$ cat src/core/ssf_map.svh
// Operation
// First-scan flag one scan after power/program-to-run.
// Always-on flag reads asserted every scan.
// Always-off flag always reads deasserted.
// Minute wave: 30 s high, 30 s low.
// Second wave: 0.5 s high, 0.5 s low.
// Tenth-second wave: 50 ms high, low.
// Twentieth-second wave: 25 ms high, low.
// Alternate-scan flag toggles at each scan boundary.
// Switch-run flag: switch at run, CPU running.
// Terminal-run flag: terminal position, CPU running.
// Test-run flag follows test run mode.
// Test-stop flag follows test stop mode.
// Terminal-program flag: terminal position, program mode.
// Switch-stop flag whenever switch at stop.
// Instruction-stop flag when program executes stop.
// Interrupt-enabled flag set by enable instruction.
// Flags driven only by device, read-only.
// Disable instruction and reset clear interrupt-enabled.
// Square waves share one free-running time base.
`ifndef SSF_MAP_SVH
`define SSF_MAP_SVH

// Clock rate in hertz and the derived one-millisecond tick count.
`define SSF_CLK_HZ        20000000
`define SSF_MS_CYCLES     (`SSF_CLK_HZ / 1000)

// Half periods of the four square waves, in milliseconds.
`define SSF_HALF_MINUTE_MS 30000
`define SSF_HALF_SECOND_MS 500
`define SSF_HALF_TENTH_MS  50
`define SSF_HALF_TWENT_MS  25

// Wishbone register byte offsets.
`define SSF_REG_FLAGS     4'h0
`define SSF_REG_MODE      4'h4

// Bit positions inside the flags register.
`define SSF_B_FIRST       0
`define SSF_B_ON          1
`define SSF_B_OFF         2
`define SSF_B_MIN         3
`define SSF_B_SEC         4
`define SSF_B_TENTH       5
`define SSF_B_TWENT       6
`define SSF_B_ALT         7
`define SSF_B_SWRUN       8
`define SSF_B_TRUN        9
`define SSF_B_TSTRUN      10
`define SSF_B_TSTSTOP     11
`define SSF_B_TPGM        12
`define SSF_B_SWSTOP      13
`define SSF_B_ISTOP       14
`define SSF_B_INTEN       15

`endif

$ cat src/core/ssf_pkg.sv
package ssf_pkg;

  // Mode selector switch position.
  typedef enum logic [1:0] {
    SSF_SW_STOP = 2'b00,
    SSF_SW_RUN  = 2'b01,
    SSF_SW_TERM = 2'b10
  } ssf_switch_t;

  // CPU operating state.
  typedef enum logic [1:0] {
    SSF_CPU_PROGRAM   = 2'b00,
    SSF_CPU_RUN       = 2'b01,
    SSF_CPU_TEST_RUN  = 2'b10,
    SSF_CPU_TEST_STOP = 2'b11
  } ssf_cpu_t;

  // Bundle of all sixteen status flags.
  typedef struct packed {
    logic interrupt_enabled_flag;
    logic instruction_stop_flag;
    logic switch_stop_flag;
    logic terminal_program_flag;
    logic test_stop_flag;
    logic test_run_flag;
    logic terminal_run_flag;
    logic switch_run_flag;
    logic alternate_scan_flag;
    logic twentieth_second_square_wave;
    logic tenth_second_square_wave;
    logic second_square_wave;
    logic minute_square_wave;
    logic always_off_flag;
    logic always_on_flag;
    logic first_scan_flag;
  } ssf_flags_t;

  // Square-wave generator state.
  typedef struct packed {
    logic [15:0] ms_div;
    logic [15:0] cnt_min;
    logic [8:0]  cnt_sec;
    logic [5:0]  cnt_tenth;
    logic [4:0]  cnt_twent;
    logic [3:0]  waves;
  } ssf_tb_state_t;

endpackage

$ cat src/core/ssf_timebase.sv
`timescale 1ns/1ps
`include "ssf_map.svh"

// Free-running time base: one millisecond tick feeds four half-period
// counters, so all four waves keep a fixed phase to each other.
module ssf_timebase #(
  parameter int MS_CYCLES = `SSF_MS_CYCLES
) (
  input  wire logic       clk,
  input  wire logic       resetn,
  output logic      [3:0] waves
);

  // The divider is sixteen bits wide, so longer ticks cannot be served.
  if (MS_CYCLES < 1 || MS_CYCLES > 65535) begin : g_bad_ms
    $error("ssf_timebase: MS_CYCLES out of range.");
  end

  ssf_pkg::ssf_tb_state_t st;       // Registered state.
  ssf_pkg::ssf_tb_state_t next_st;  // Next state.
  logic                   tick;     // One-millisecond enable.

  // Advance counters; each wave flips when its half period elapses.
  always_comb begin
    next_st = st;
    tick = (st.ms_div == 16'(MS_CYCLES - 1));
    next_st.ms_div = tick ? 16'h0000 : st.ms_div + 16'h0001;
    if (tick) begin
      if (st.cnt_min == 16'(`SSF_HALF_MINUTE_MS - 1)) begin
        next_st.cnt_min = 16'h0000;
        next_st.waves[3] = ~st.waves[3];
      end else begin
        next_st.cnt_min = st.cnt_min + 16'h0001;
      end
      if (st.cnt_sec == 9'(`SSF_HALF_SECOND_MS - 1)) begin
        next_st.cnt_sec = 9'h000;
        next_st.waves[2] = ~st.waves[2];
      end else begin
        next_st.cnt_sec = st.cnt_sec + 9'h001;
      end
      if (st.cnt_tenth == 6'(`SSF_HALF_TENTH_MS - 1)) begin
        next_st.cnt_tenth = 6'h00;
        next_st.waves[1] = ~st.waves[1];
      end else begin
        next_st.cnt_tenth = st.cnt_tenth + 6'h01;
      end
      if (st.cnt_twent == 5'(`SSF_HALF_TWENT_MS - 1)) begin
        next_st.cnt_twent = 5'h00;
        next_st.waves[0] = ~st.waves[0];
      end else begin
        next_st.cnt_twent = st.cnt_twent + 5'h01;
      end
    end
  end

  // Waves start high after reset.
  always_ff @(posedge clk or negedge resetn) begin
    if (!resetn) begin
      st <= '{default: '0, waves: 4'hf};
    end else begin
      st <= next_st;
    end
  end

  assign waves = st.waves;

endmodule

$ cat src/core/ssf_top.sv
`timescale 1ns/1ps
`include "ssf_map.svh"

// Status flag generator with a read-only classic Wishbone slave.
module ssf_top #(
  parameter int MS_CYCLES = `SSF_MS_CYCLES
) (
  input  wire logic                 clk,
  input  wire logic                 resetn,
  input  wire logic                 scan_boundary,
  input  wire ssf_pkg::ssf_switch_t mode_switch,
  input  wire ssf_pkg::ssf_cpu_t    cpu_state,
  input  wire logic                 stop_instruction,
  input  wire logic                 interrupt_enable_instruction,
  input  wire logic                 interrupt_disable_instruction,
  input  wire logic                 wb_cyc_i,
  input  wire logic                 wb_stb_i,
  input  wire logic                 wb_we_i,
  input  wire logic [3:0]           wb_adr_i,
  input  wire logic [31:0]          wb_dat_i,
  input  wire logic [3:0]           wb_sel_i,
  output logic      [31:0]          wb_dat_o,
  output logic                      wb_ack_o,
  output logic                      wb_err_o,
  output ssf_pkg::ssf_flags_t       flags
);

  // Whole state of this module.
  typedef struct packed {
    ssf_pkg::ssf_flags_t flags;
    logic                first_pending;
    ssf_pkg::ssf_cpu_t   cpu_prev;       // CPU state of the previous cycle.
    logic [31:0]         dat;
    logic                ack;
    logic                err;
  } ssf_top_state_t;

  ssf_top_state_t   st;
  ssf_top_state_t   next_st;
  logic      [3:0]  waves;
  logic             run_now;
  logic             entering_run;

  // Shared time base for the four square waves.
  ssf_timebase #(
    .MS_CYCLES (MS_CYCLES)
  ) u_tb (
    .clk    (clk),
    .resetn (resetn),
    .waves  (waves)
  );

  // Returns true when the CPU is executing the program normally.
  function automatic logic is_running(input ssf_pkg::ssf_cpu_t c);
    return c == ssf_pkg::SSF_CPU_RUN;
  endfunction

  assign run_now      = is_running(cpu_state);
  // Run entry is seen only from program mode; test modes do not arm the flag.
  assign entering_run = run_now && (st.cpu_prev == ssf_pkg::SSF_CPU_PROGRAM);

  // Flag logic and Wishbone answer. Writes are acknowledged but ignored,
  // so software has no path to alter any flag.
  always_comb begin
    next_st = st;
    next_st.cpu_prev = cpu_state;
    // First scan: armed by reset or program-to-run; live for one scan.
    if (scan_boundary) begin
      // A run entry in the boundary cycle still marks the scan starting now.
      next_st.flags.first_scan_flag = st.first_pending || entering_run;
      next_st.first_pending = 1'b0;
      next_st.flags.alternate_scan_flag = ~st.flags.alternate_scan_flag;
    end else if (entering_run) begin
      next_st.first_pending = 1'b1;
    end
    next_st.flags.always_on_flag = 1'b1;
    next_st.flags.always_off_flag = 1'b0;
    next_st.flags.minute_square_wave = waves[3];
    next_st.flags.second_square_wave = waves[2];
    next_st.flags.tenth_second_square_wave = waves[1];
    next_st.flags.twentieth_second_square_wave = waves[0];
    next_st.flags.switch_run_flag =
      (mode_switch == ssf_pkg::SSF_SW_RUN) && run_now;
    next_st.flags.terminal_run_flag =
      (mode_switch == ssf_pkg::SSF_SW_TERM) && run_now;
    next_st.flags.test_run_flag = (cpu_state == ssf_pkg::SSF_CPU_TEST_RUN);
    next_st.flags.test_stop_flag = (cpu_state == ssf_pkg::SSF_CPU_TEST_STOP);
    next_st.flags.terminal_program_flag = (mode_switch == ssf_pkg::SSF_SW_TERM)
      && (cpu_state == ssf_pkg::SSF_CPU_PROGRAM);
    next_st.flags.switch_stop_flag = (mode_switch == ssf_pkg::SSF_SW_STOP);
    // Instruction stop holds until the CPU next enters run from program mode.
    if (stop_instruction) begin
      next_st.flags.instruction_stop_flag = 1'b1;
    end else if (entering_run) begin
      next_st.flags.instruction_stop_flag = 1'b0;
    end
    // Enable wins when both instructions coincide.
    if (interrupt_enable_instruction) begin
      next_st.flags.interrupt_enabled_flag = 1'b1;
    end else if (interrupt_disable_instruction) begin
      next_st.flags.interrupt_enabled_flag = 1'b0;
    end
    // One-wait-state slave; ack drops the cycle after it was given.
    next_st.ack = 1'b0;
    next_st.err = 1'b0;
    next_st.dat = 32'h00000000;
    if (wb_cyc_i && wb_stb_i && !st.ack && !st.err) begin
      if (wb_adr_i == `SSF_REG_FLAGS) begin
        next_st.ack = 1'b1;
        next_st.dat = {16'h0000, st.flags};
      end else if (wb_adr_i == `SSF_REG_MODE) begin
        next_st.ack = 1'b1;
        next_st.dat = {28'h0000000, cpu_state, mode_switch};
      end else begin
        next_st.err = 1'b1;
      end
    end
  end

  // Reset arms the first-scan flag for the first scan after power-up.
  always_ff @(posedge clk or negedge resetn) begin
    if (!resetn) begin
      st <= '{default: '0, first_pending: 1'b1, cpu_prev: ssf_pkg::SSF_CPU_PROGRAM};
    end else begin
      st <= next_st;
    end
  end

  assign flags    = st.flags;
  assign wb_dat_o = st.dat;
  assign wb_ack_o = st.ack;
  assign wb_err_o = st.err;

endmodule

$ cat config.mk
export PLATFORM = sky130hd
export DESIGN_NAME = ssf_top
export DESIGN_NICKNAME = d
export VERILOG_FILES = /design/src/core/ssf_pkg.sv /design/src/core/ssf_timebase.sv /design/src/core/ssf_top.sv
export VERILOG_INCLUDE_DIRS = /design/src /design/src/core
export SDC_FILE = /design/constraint.sdc
export NUM_CORES = 1
export LEC_CHECK = 0
export BUFFER_PORTS_ARGS = -buffer_cell sky130_fd_sc_hd__buf_4
export CORE_ASPECT_RATIO = 2
export CORE_MARGIN = 3
export CORE_UTILIZATION = 58
export CTS_CLUSTER_SIZE = 40
export DETAILED_ROUTE_END_ITERATION = 12
export GPL_ROUTABILITY_DRIVEN = 0
export PLACE_DENSITY_LB_ADDON = 0.12
export REMOVE_ABC_BUFFERS = 1
export SYNTH_ARGS = -nofsm -noshare
export SYNTH_HDL_FRONTEND = slang
export SYNTH_SLANG_ARGS = --single-unit
$ cat constraint.sdc
create_clock -name clk -period 3.9 [get_ports clk]
set_clock_uncertainty 0.2 [all_clocks]
set_input_delay 0.195 -clock clk [delete_from_list [all_inputs] [get_ports clk]]
set_output_delay 0.195 -clock clk [all_outputs]
set_load 0.01 [all_outputs]
# == Word-level counts from Yosys, hierarchy flattened ==
# Index checks and enable logic that the tools add are counted.
# word_totals
register_bits,108
wordCells,87
in_bits,53
# op_classes
bitwise,5
eq_ne,11
n_mux,16
reduce_logical,21
n_addsub,5
# ops
cell,count
two-way mux 34 bit,1
two-way mux 33 bit,1
"adder 16 x 1 -> 16 bit, second input constant",2
"== test 16 x 15 -> 1 bit, second input constant",2
two-way mux 16 bit,2
two-way mux 5 bit,2
"adder 9 x 1 -> 9 bit, second input constant",1
"== test 9 bit, second input constant",1
two-way mux 9 bit,1
two-way mux 1 bit,8
AND reduction 2 bit,4
logical AND 1 bit,7
"adder 6 x 1 -> 6 bit, second input constant",1
"== test 2 bit, second input constant",3
"== test 6 bit, second input constant",1
zero test 2 bit,3
two-way mux 6 bit,1
nonzero test 2 bit,3
"adder 5 x 1 -> 5 bit, second input constant",1
"== test 5 bit, second input constant",1
NOT 1 bit,5
"== test 2 x 1 -> 1 bit, second input constant",2
"== test 4 x 3 -> 1 bit, second input constant",1
zero test 4 bit,1
2 further kinds,3

# == Depth between registers and ports, before layout ==
# Gate-level depths: netlist of the first run.
# depth
ltp_word,4
ltp_mapped,8
mapped_depth_nobuf,6

# == Modules after synthesis ==
# Synthesis of the first run repeated with hierarchy kept, for this count alone.
# hier_totals
cells_unflattened,436
hier_area_um2,4488.1
# by_module_without_submodules
module,cells_per_inst,instances,seq_area_each_um2,area_each_um2
ssf_timebase,295,1,1406.3,2835.2
ssf_top,141,1,902.1,1652.8

# == Worst setup path after synthesis of the first run ==
# No wires, ideal clock.
# synth_timing
kind,reg-to-reg
startpoint,register u_tb.st[40] (netlist bit)
endpoint,register u_tb.st[28] (netlist bit)
stages_incl_launch_ff,8
t_arrival_ps,1571
setup_slack_ps,2004
path_cell_list,dfrtp_1 > ha_1 > and4_1 > buf_2 > nand4_1 > buf_2 > nor2_1 > mux2_2
# synth_between
elab_chain_cells,1
# synth_rtl
item,line_no,rtl
"start, declared",ssf_timebase.sv:19,ssf_pkg::ssf_tb_state_t st;
"start signal, assigned",ssf_timebase.sv:61,st <= next_st;
== test 16 x 15 -> 1 bit,ssf_timebase.sv:26,tick = (st.ms_div == 16'(MS_CYCLES - 1));
# Every way passes these cells.
# A chain may end at the register's enable or synchronous reset.

# == Worst setup path after layout of the first run ==
# layout_timing
startpoint,register u_tb.st[40] (netlist bit)
endpoint,register u_tb.st[35] (netlist bit)
# The elaborated chain is that of the path after synthesis.

==> impl_metrics.ini, run 1 <==
[drt]
drt_iter0_drc = 196
ant_nets = 0
routedWlPerCell_um = 15.9
drt_pass1_iterations = 4
wirelength_um = 8760
vias = 3111
routed_via_density = 5.65
drc = 0

[worst_setup_path]
end_kind = flip-flop
worstPathArrival_ns = 2.54
start_kind = flip-flop
cp_data_required_time_ns = 3.92
cp_max_fo = 22
worstSetupPathType = reg2reg
r2r_slack_ns = 1.38

[grt]
grt_antenna_before_repair = 0
grtUsageTotal_pct = 21.3
grt_pass1_vias = 3091
grt_first_pass_wirelength_um = 14300
grt_overflow = 0
grt_max_degree = 73

[timing]
rsz0062_at_grt = false
slew_viol_final = 0
max_freq_mhz = 396
min_period_ns = 2.52
finalSetupTns_ns = 0
setup_slack_ns = 1.38
slew_headroom_pct = 39.6
worstMarginPinSlew_ns = 0.906
fin_crit_sh_pct = 64.7
setup_violations = 0
finalHoldViolations = 0

[final_layout]
syn_to_final_growth_pct = 12.2
drive_gt1_share_pct = 16.8
diodes = 0
final_nets = 515
design_area_um2 = 5020

[yosys]
syn_inst = 427
synth_ff_type = dfrtp_1
synth_area_um2 = 4480
synth_edf_count = 0
syn_area_per_cell_um2 = 10.5
synth_top_cell_area_share_pct = 48.6
ys_seq_area_share_pct = 51.6
synth_area_leaders = dfrtp_1, buf_4, nand3_1
ys_types = 49
yosys_warnings = 0
ys_ff_latch = 92
synth-async-reset-ratio_pct = 100
yosys.area.top_type = dfrtp_1

[power]
ir_drop_uv = 256
pwr-share-clk_pct = 44.5
p_switching_uw = 411
seqPwrFrac_pct = 50.7
p_int_uw = 1520
power_frac_comb_pct = 4.9
power.leakage_uw = 0.00232
powerDensity_nw_per_um2 = 384
swShare_pct = 21.3

[floorplan]
fp.dieH_um = 130
die_area_um2 = 8870
core_um2 = 7380
start_util_pct = 60.7
die_x_um = 68.1
num_rows = 44
ios = 103

[clock_tree]
cts_made_buffers = 9
tritoncts = yes
htreeDepth = 3
ctsResizeCount = 0
root_buffer = clkbuf_16
path_clk_slew_ns = 0.06
clk_path_buf_depth = 2
cts_sinks = 92
clock_latency_ns = 0.34

[place]
io_buffers = 48
dp_hpwl_um = 5800
place_ws_ns = 1.38
placed_cell_area_um2 = 4590

[flow_run]
drv_cap = 0

[worst_hold_path]
hold_class = in2reg

[run_status]
status = finished, final reports clean
[final cells by class]
class | instances | area, µm²
Timing Repair Buffer | 64 | 515
Multi-Input combinational cell | 278 | 1750
Inverter | 10 | 37.5
Clock inverter | 4 | 50.0
Fill cell | 603 | 2350
Clock buffer | 11 | 243
Tap cell | 92 | 115
Sequential cell | 92 | 2310
[cells in the final DEF (no fill, tap or decap), drive strengths merged, types with 3 or more instances in the layout]
cell	synthesis	layout
dfrtp	87	87
nor3	5	5
nor2b	3	3
a31oi	6	6
and2	14	14
nand2	25	25
o21ai	19	19
nor2	28	28
nand4	17	17
a21oi	14	14
or3	10	10
xor2	9	9
and4	9	9
inv	10	10
mux2i	10	10
dfstp	5	5
buf	58	50
dlygate4sd3	0	14
xnor2	16	16
nand3	28	28
conb	2	18
and4b	3	3
nor4	3	3
ha	7	7
and3	11	11
clkbuf	5	11
[Yosys cell counts (9+ instances only)]
library cell and number:
xor2_1 9, a21oi_1 14, and3_1 11, mux2i_1 10
or3_1 10, nand3_1 28, xnor2_1 16, nand4_1 15
nor2_1 28, dfrtp_1 87, and4_1 9, and2_1 14
buf_4 51, nand2_1 25, inv_1 10, o21ai_0 16
[cells by family (layout without fill, tap and decap cells)]
kind of cell	Yosys count	in the layout	synth area share (%)
other	2	18	0.168
buffers and inverters	73	89	10.6
AND/OR/NAND/NOR	165	165	21.3
multiplexers	11	11	2.49
XOR/XNOR	25	25	4.89
adder cells (fa/ha/maj)	7	7	1.96
AO/OA/AOI/OAI	52	52	7.07
flip-flops	92	92	51.6
[state kept, by name, indices dropped and copies added, names as in the netlist]
| register | flops |
|---|---|
| flags | 15 |
| u_tb.st | 52 |
| wb_dat_o | 16 |
| u_tb.waves | 4 |
| st | 3 |
| wb_ack_o | 1 |
| wb_err_o | 1 |
[metrics by stage]
stage	power (µW)	cells	utilization [%]	hold slack, ns
finish	1930	551	68.1	0.0590
global route	2000	551	68.1	0.0652
CTS	1940	551	68.1	0.0454
detailed placement	1080	522	62.2	0.156
global placement	1070	522	62.2	0.155
floorplan	1020	380	-	-0.301
[worst paths after layout]
kind,from,depth (start not counted),end
worst max-delay path,u_tb.st[40]$_DFF_PN0_,5,u_tb.st[35]$_DFFE_PN0N_
worst min-delay path,wb_cyc_i,3,wb_dat_o[3]$_DFF_PN0_
worst max register to register,u_tb.st[40]$_DFF_PN0_,5,u_tb.st[35]$_DFFE_PN0N_
worst min register to register,u_tb.waves[1]$_DFFE_PN1P_,0,flags[5]$_DFF_PN0_
max in group asynchronous,resetn,3,u_tb.waves[3]$_DFFE_PN1P_
min in group asynchronous,resetn,2,u_tb.st[46]$_DFF_PN0_
[power groups by stage]
stage	sequential [µW]	combinational [µW]	clock, µW
4_1_cts	978	93.9	872
3_3_place_gp	995	79.9	0
6_report	978	93.7	858
3_5_place_dp	995	81.7	0
2_1_floorplan	999	19.6	0
5_1_grt	979	104	919
[metal layers]
metal | wire [µm] | share of wire [%] | vias up | global-route usage (%)
li1 | - | - | 1476 | -
met1 | 3450 | 39 | 1565 | 24.5
met2 | 4850 | 55 | 52 | 36.9
met3 | 264 | 3.0 | 18 | 4.31
met4 | 206 | 2.4 | 0 | 9.73
met5 | 0 | 0 | - | 0
[what timing repair did]
action | 4_1_cts | 5_1_grt
hold endpoints to repair | 85 | 0
hold buffers | 14 | 0
setup buffers | 0 | 0
[worst max-delay path: stages (launching register included)]
cell	delay (ns)
dfrtp_1	0.39
ha_1	0.21
and4_1	0.39
and4_1	0.84
nand3_1	0.19
xnor2_1	0.18
(Power assumes the default switching activity.)
==> run 2: changes to the inputs <==
--- a/config.mk
+++ b/config.mk
@@ -9,7 +9,7 @@
 export BUFFER_PORTS_ARGS = -buffer_cell sky130_fd_sc_hd__buf_4
 export CORE_ASPECT_RATIO = 2
 export CORE_MARGIN = 3
-export CORE_UTILIZATION = 58
+export CORE_UTILIZATION = 54
 export CTS_CLUSTER_SIZE = 40
 export DETAILED_ROUTE_END_ITERATION = 12
 export GPL_ROUTABILITY_DRIVEN = 0
==> constraint.sdc (replaced) <==
create_clock -name clk -period 2.5 [get_ports clk]
set_clock_uncertainty 0.2 [all_clocks]
set_input_delay 0.125 -clock clk [delete_from_list [all_inputs] [get_ports clk]]
set_output_delay 0.125 -clock clk [all_outputs]
set_load 0.01 [all_outputs]
==> run 2 against run 1 <==
Net effect:
- routed wire length up 2.7%
- non-clock buffer count up 12
- sequential cell count unchanged
- cell count up 3.1%
- maximum frequency up 16%
- power up 58%
- count of clock-buffer cells in the layout up 2
- worst hold slack worse by 0.032 ns
- first-iteration DRC count down 0.51%
- core utilization down 3.7 points
- clock power up 60%
- highest routed layer unchanged
==> impl_metrics.ini, run 2 (synthesis results as in run 1) <==
[clock_tree]
cts_made_buffers = 9
ctsResizeCount = 0
root_buffer = clkbuf_16
postCtsHoldBufs = 16
cts_sinks = 92
postCtsSetupBuffers = 0
tritoncts = yes
clk_path_buf_depth = 2
path_clk_slew_ns = 0.06
clock_latency_ns = 0.33
htreeDepth = 3

[timing]
min_period_ns = 2.18
slew_headroom_pct = 59.4
finalHoldViolations = 0
fin_crit_sh_pct = 87.1
rsz0062_at_grt = false
max_freq_mhz = 459
setup_violations = 0
finalSetupTns_ns = 0
worstMarginPinSlew_ns = 0.609
slew_viol_final = 0

[drt]
drt_pass1_iterations = 4
drt_iter0_drc = 195
drc = 0
vias = 3160
wirelength_um = 9000
routed_via_density = 5.56
ant_nets = 0
routedWlPerCell_um = 15.8

[worst_setup_path]
worstPathArrival_ns = 2.19
cp_max_fo = 16
start_kind = flip-flop
worstSetupPathType = reg2reg
cp_data_required_time_ns = 2.52
end_kind = flip-flop

[place]
dp_hpwl_um = 6180
io_buffers = 48
placed_cells = 536

[floorplan]
core_um2 = 8000
start_util_pct = 55.9
num_rows = 46
die_area_um2 = 9480
ios = 103
die_x_um = 70.4
fp.dieH_um = 135

[final_layout]
finalNonFillerCells = 568
largest_register = u_tb.st
syn_to_final_growth_pct = 15.0
final_common_cell = dfrtp_1
fillers = 634
largest_reg_flops = 52
final_nets = 527
final_cell_mix = dfrtp_1, buf_4, nor2_1, nand3_1, nand2_1
diodes = 0
drive_gt1_share_pct = 18.4

[worst_hold_path]
hold_class = in2reg

[run_status]
status = finished, final reports clean

[grt]
grt_max_degree = 51
grtUsageTotal_pct = 20.3
grt_overflow = 0
grt_antenna_before_repair = 0
grt_first_pass_wirelength_um = 15400
grt_pass1_vias = 3287

[flow_run]
drv_cap = 0

[power]
ir_drop_uv = 417
powerDensity_nw_per_um2 = 592
power.leakage_uw = 0.00239
## run 2: changes by cell type in the layout (fill, tap and decap cells not counted)
cell,change
clkbuf_1,+1
clkinv_2,-1
buf_4,+9
buf_12,+1
clkbuf_8,+1
dlygate4sd3_1,+2
## run 2: per-stage QoR
stage	power (µW)	utilization, %	hold WS, ns	cell area (µm²)	worst slack (ns)
after floorplan	1590	-	-0.371	4100	0.285
after global placement	1680	58.5	-0.0320	4680	0.351
after detailed placement	1680	58.5	-0.0222	4680	0.313
after CTS	3080	64.4	0.0200	5150	0.287
after global routing	3160	64.4	0.0685	5150	0.120
final	3050	64.4	0.0272	5150	0.323
## run 2: layer usage
layer  GRT usage (%)  vias up  part of all wire [%]
li1                -     1505                     -
met3            4.47       10                   4.1
met2            36.9       67                    56
met1            22.9     1578                    38
met5               0        -                     0
met4            7.25        0                   1.5
## run 2: final timing paths
check	start	end	slack (ns)	cells past startpoint
worst max-delay path	u_tb.st[45]$_DFF_PN0_	u_tb.st[35]$_DFFE_PN0N_	0.32	6
worst min-delay path	wb_adr_i[0]	wb_dat_o[1]$_DFF_PN0_	0.03	4
worst max register to register	u_tb.st[45]$_DFF_PN0_	u_tb.st[35]$_DFFE_PN0N_	0.32	6
worst min register to register	u_tb.waves[2]$_DFFE_PN1P_	flags[4]$_DFF_PN0_	0.21	0
max in group asynchronous	resetn	u_tb.st[6]$_DFFE_PN0N_	1.25	3
min in group asynchronous	resetn	wb_dat_o[7]$_DFF_PN0_	0.13	2
## run 2: final cells by class
cell class	count	area (µm²)	area share (%)
inverters	10	37.5	0.729
flip-flops and latches	92	2310	44.8
repair buffers	76	623	12.1
clock buffers	13	260	5.05
multi-input cells	278	1750	34.1
well taps	96	120	2.33
clock inverters	3	45.0	0.875
## run 2: power by group
| part | total (µW) | leakage [µW] | switching [µW] | internal [µW] |
|---|---|---|---|---|
| logic | 151 | 0.00102 | 82.8 | 68.1 |
| clock network | 1370 | 0.000142 | 541 | 830 |
| registers | 1520 | 0.00123 | 14.8 | 1510 |
## run 2: critical path, cell delays in order, from the launching register on
cell and delay [ns]:
dfrtp_1 0.47, nor4b_4 0.37, buf_4 0.17, and4_1 0.41
buf_12 0.20, nand3_1 0.09, xnor2_1 0.15
==> run 3: changes to the inputs <==
--- a/config.mk
+++ b/config.mk
@@ -9,12 +9,13 @@
 export BUFFER_PORTS_ARGS = -buffer_cell sky130_fd_sc_hd__buf_4
 export CORE_ASPECT_RATIO = 2
 export CORE_MARGIN = 3
-export CORE_UTILIZATION = 54
+export CORE_UTILIZATION = 49
 export CTS_CLUSTER_SIZE = 40
 export DETAILED_ROUTE_END_ITERATION = 12
 export GPL_ROUTABILITY_DRIVEN = 0
 export PLACE_DENSITY_LB_ADDON = 0.12
 export REMOVE_ABC_BUFFERS = 1
+export SETUP_SLACK_MARGIN = 0.1
 export SYNTH_ARGS = -nofsm -noshare
 export SYNTH_HDL_FRONTEND = slang
 export SYNTH_SLANG_ARGS = --single-unit
==> constraint.sdc (replaced) <==
create_clock -name clk -period 2 [get_ports clk]
set_clock_uncertainty 0.2 [all_clocks]
set_input_delay 0.1 -clock clk [delete_from_list [all_inputs] [get_ports clk]]
set_output_delay 0.1 -clock clk [all_outputs]
set_load 0.01 [all_outputs]
==> run 3 against run 2 <==
Net effect:
- count of clock-buffer cells in the layout is 3 lower
- via count rose by 0.47%
- combinational power is 32% higher
- sequential power is 25% higher
- cell count is 2.6% higher
- register-to-register slack worse by 0.23 ns
- routed wire length is 4.2% higher
- sequential share of layout area down 1.5 points
==> impl_metrics.ini, run 3 (synthesis results as in run 1) <==
[worst_setup_path]
r2r-end = u_tb.st[28]$_DFFE_PN0N_
critPathBufInv = 1
r2r_slack_ns = 0.09
worstSetupPathType = reg2reg
start_kind = flip-flop
critPathMaxStageDelay_ns = 0.41
ff2ff_path_depth = 5
cp_max_fo = 20
worstPathArrival_ns = 1.93
crit_slowest_cell = dfrtp_1
cp_data_required_time_ns = 2.02
rr_startpoint = u_tb.st[48]$_DFF_PN0_
end_kind = flip-flop
crit_chain = nor4_4, nand4_1, buf_6, nor2_1, mux2_2
crit_family = simple AND/OR/NAND/NOR gates

[timing]
slew_viol_final = 0
worstMarginPinSlew_ns = 0.549
finalSetupTns_ns = 0
finalHoldViolations = 0
min_period_ns = 1.91
rsz0062_at_grt = true
max_freq_mhz = 524
setup_violations = 0
fin_crit_sh_pct = 95.4
slew_headroom_pct = 63.4

[clock_tree]
path_clk_slew_ns = 0.06
cts_sinks = 92
htreeDepth = 3
clock_latency_ns = 0.34
tritoncts = yes
clk_path_buf_depth = 2
cts_made_buffers = 9
root_buffer = clkbuf_16

[final_layout]
fillers = 740
syn_to_final_growth_pct = 19.1
final_nets = 538
post-route-util_pct = 60.8
final_common_cell = dfrtp_1
drive_gt1_share_pct = 21.1
multiInputGateArea_um2 = 1800
final_cell_mix = dfrtp_1, buf_4, nor2_1, nand3_1, nand2_1
largest_reg_flops = 52
diodes = 0
largest_register = u_tb.st
seq_area_um2 = 2310

[floorplan]
ios = 103
die_area_um2 = 10400
num_rows = 48
fp.dieH_um = 141
die_x_um = 73.6
core_um2 = 8770
start_util_pct = 51.0

[drt]
drt_iter0_drc = 186
routed_via_density = 5.45
routedWlPerCell_um = 16.1
ant_nets = 0
vias = 3175
wirelength_um = 9380
drt_pass1_iterations = 4
drc = 0

[grt]
grt_pass1_vias = 3223
grt_overflow = 0
grtUsageTotal_pct = 19.4
grt_antenna_before_repair = 0
grt_first_pass_wirelength_um = 15500
grt_max_degree = 42

[worst_hold_path]
hold_class = in2async

[place]
io_buffers = 48
dp_hpwl_um = 6560

[power]
powerDensity_nw_per_um2 = 719
ir_drop_uv = 384
power.leakage_uw = 0.00248

[run_status]
status = finished, final reports clean

[flow_run]
drv_cap = 0
==> run 3: cell types whose count changed in the layout (fill, tap and decap cells not counted), sizes merged <==
cell          previous run  this run
buf                     60        66
clkbuf                  13        10
clkinv                   0         2
clkinvlp                 2         1
dlygate4sd3             16        20
dlymetal6s4s             0         1
inv                     10        12
==> run 3: cell type report <==
| cell class | count | share of cell area (%) |
|---|---|---|
| clock buffers | 10 | 4.48 |
| clock inverters | 6 | 1.29 |
| inverters | 10 | 0.704 |
| multi-input cells | 278 | 33.7 |
| flip-flops and latches | 92 | 43.3 |
| well taps | 100 | 2.35 |
| repair buffers | 87 | 14.1 |
==> run 3: worst max-delay path by stage <==
stage | depth (start not counted) | to | slack [ns] | start
after floorplan | 5 | u_tb.st[28]$_DFFE_PN0N_ | -0.21 | u_tb.st[40]$_DFF_PN0_
after global placement | 5 | u_tb.st[30]$_DFFE_PN0N_ | 0.08 | u_tb.st[24]$_DFFE_PN0N_
after detailed placement | 6 | u_tb.st[28]$_DFFE_PN0N_ | 0.05 | u_tb.st[41]$_DFF_PN0_
after CTS | 5 | u_tb.st[32]$_DFFE_PN0N_ | 0.09 | u_tb.st[48]$_DFF_PN0_
after global routing | 5 | u_tb.st[29]$_DFFE_PN0N_ | 0.01 | u_tb.st[48]$_DFF_PN0_
final | 5 | u_tb.st[28]$_DFFE_PN0N_ | 0.09 | u_tb.st[48]$_DFF_PN0_
==> run 3: report_power, final <==
group | total (µW) | switching, µW | internal (µW)
clock | 1730 | 714 | 1010
sequential | 1900 | 16.8 | 1890
combinational | 200 | 107 | 93.0
total | 3830 | 838 | 2990
==> run 3: metal layers <==
layer	routed length (µm)	up-vias	part of all wire, %	global-route usage (%)
met5	0	-	0	0
met4	208	0	2.2	8.21
met2	5270	80	56	35.4
li1	-	1528	-	-
met1	3500	1550	37	21.0
met3	399	17	4.3	3.35
==> run 3: through the flow <==
stage               cell area [µm²]  hold WS [ns]  setup slack, ns  cells  total power, µW
CTS                            5300         0.107           0.0889    583             3890
floorplan                      4100        -0.396           -0.215    380             1990
detailed placement             4760       -0.0739           0.0549    546             2110
finish                         5330        0.0903           0.0919    583             3830
global route                   5330         0.148           0.0101    583             3980
global placement               4760       -0.0797           0.0771    546             2110
==> run 3: what timing repair did <==
action                                  CTS  global route
buffers inserted                          0             0
gates cloned                              0             0
endpoints found under the setup margin    9            19
gates resized for setup                   5             9
hold endpoints to repair                 80             0
hold buffers                             21             0
pin swaps                                 1             1
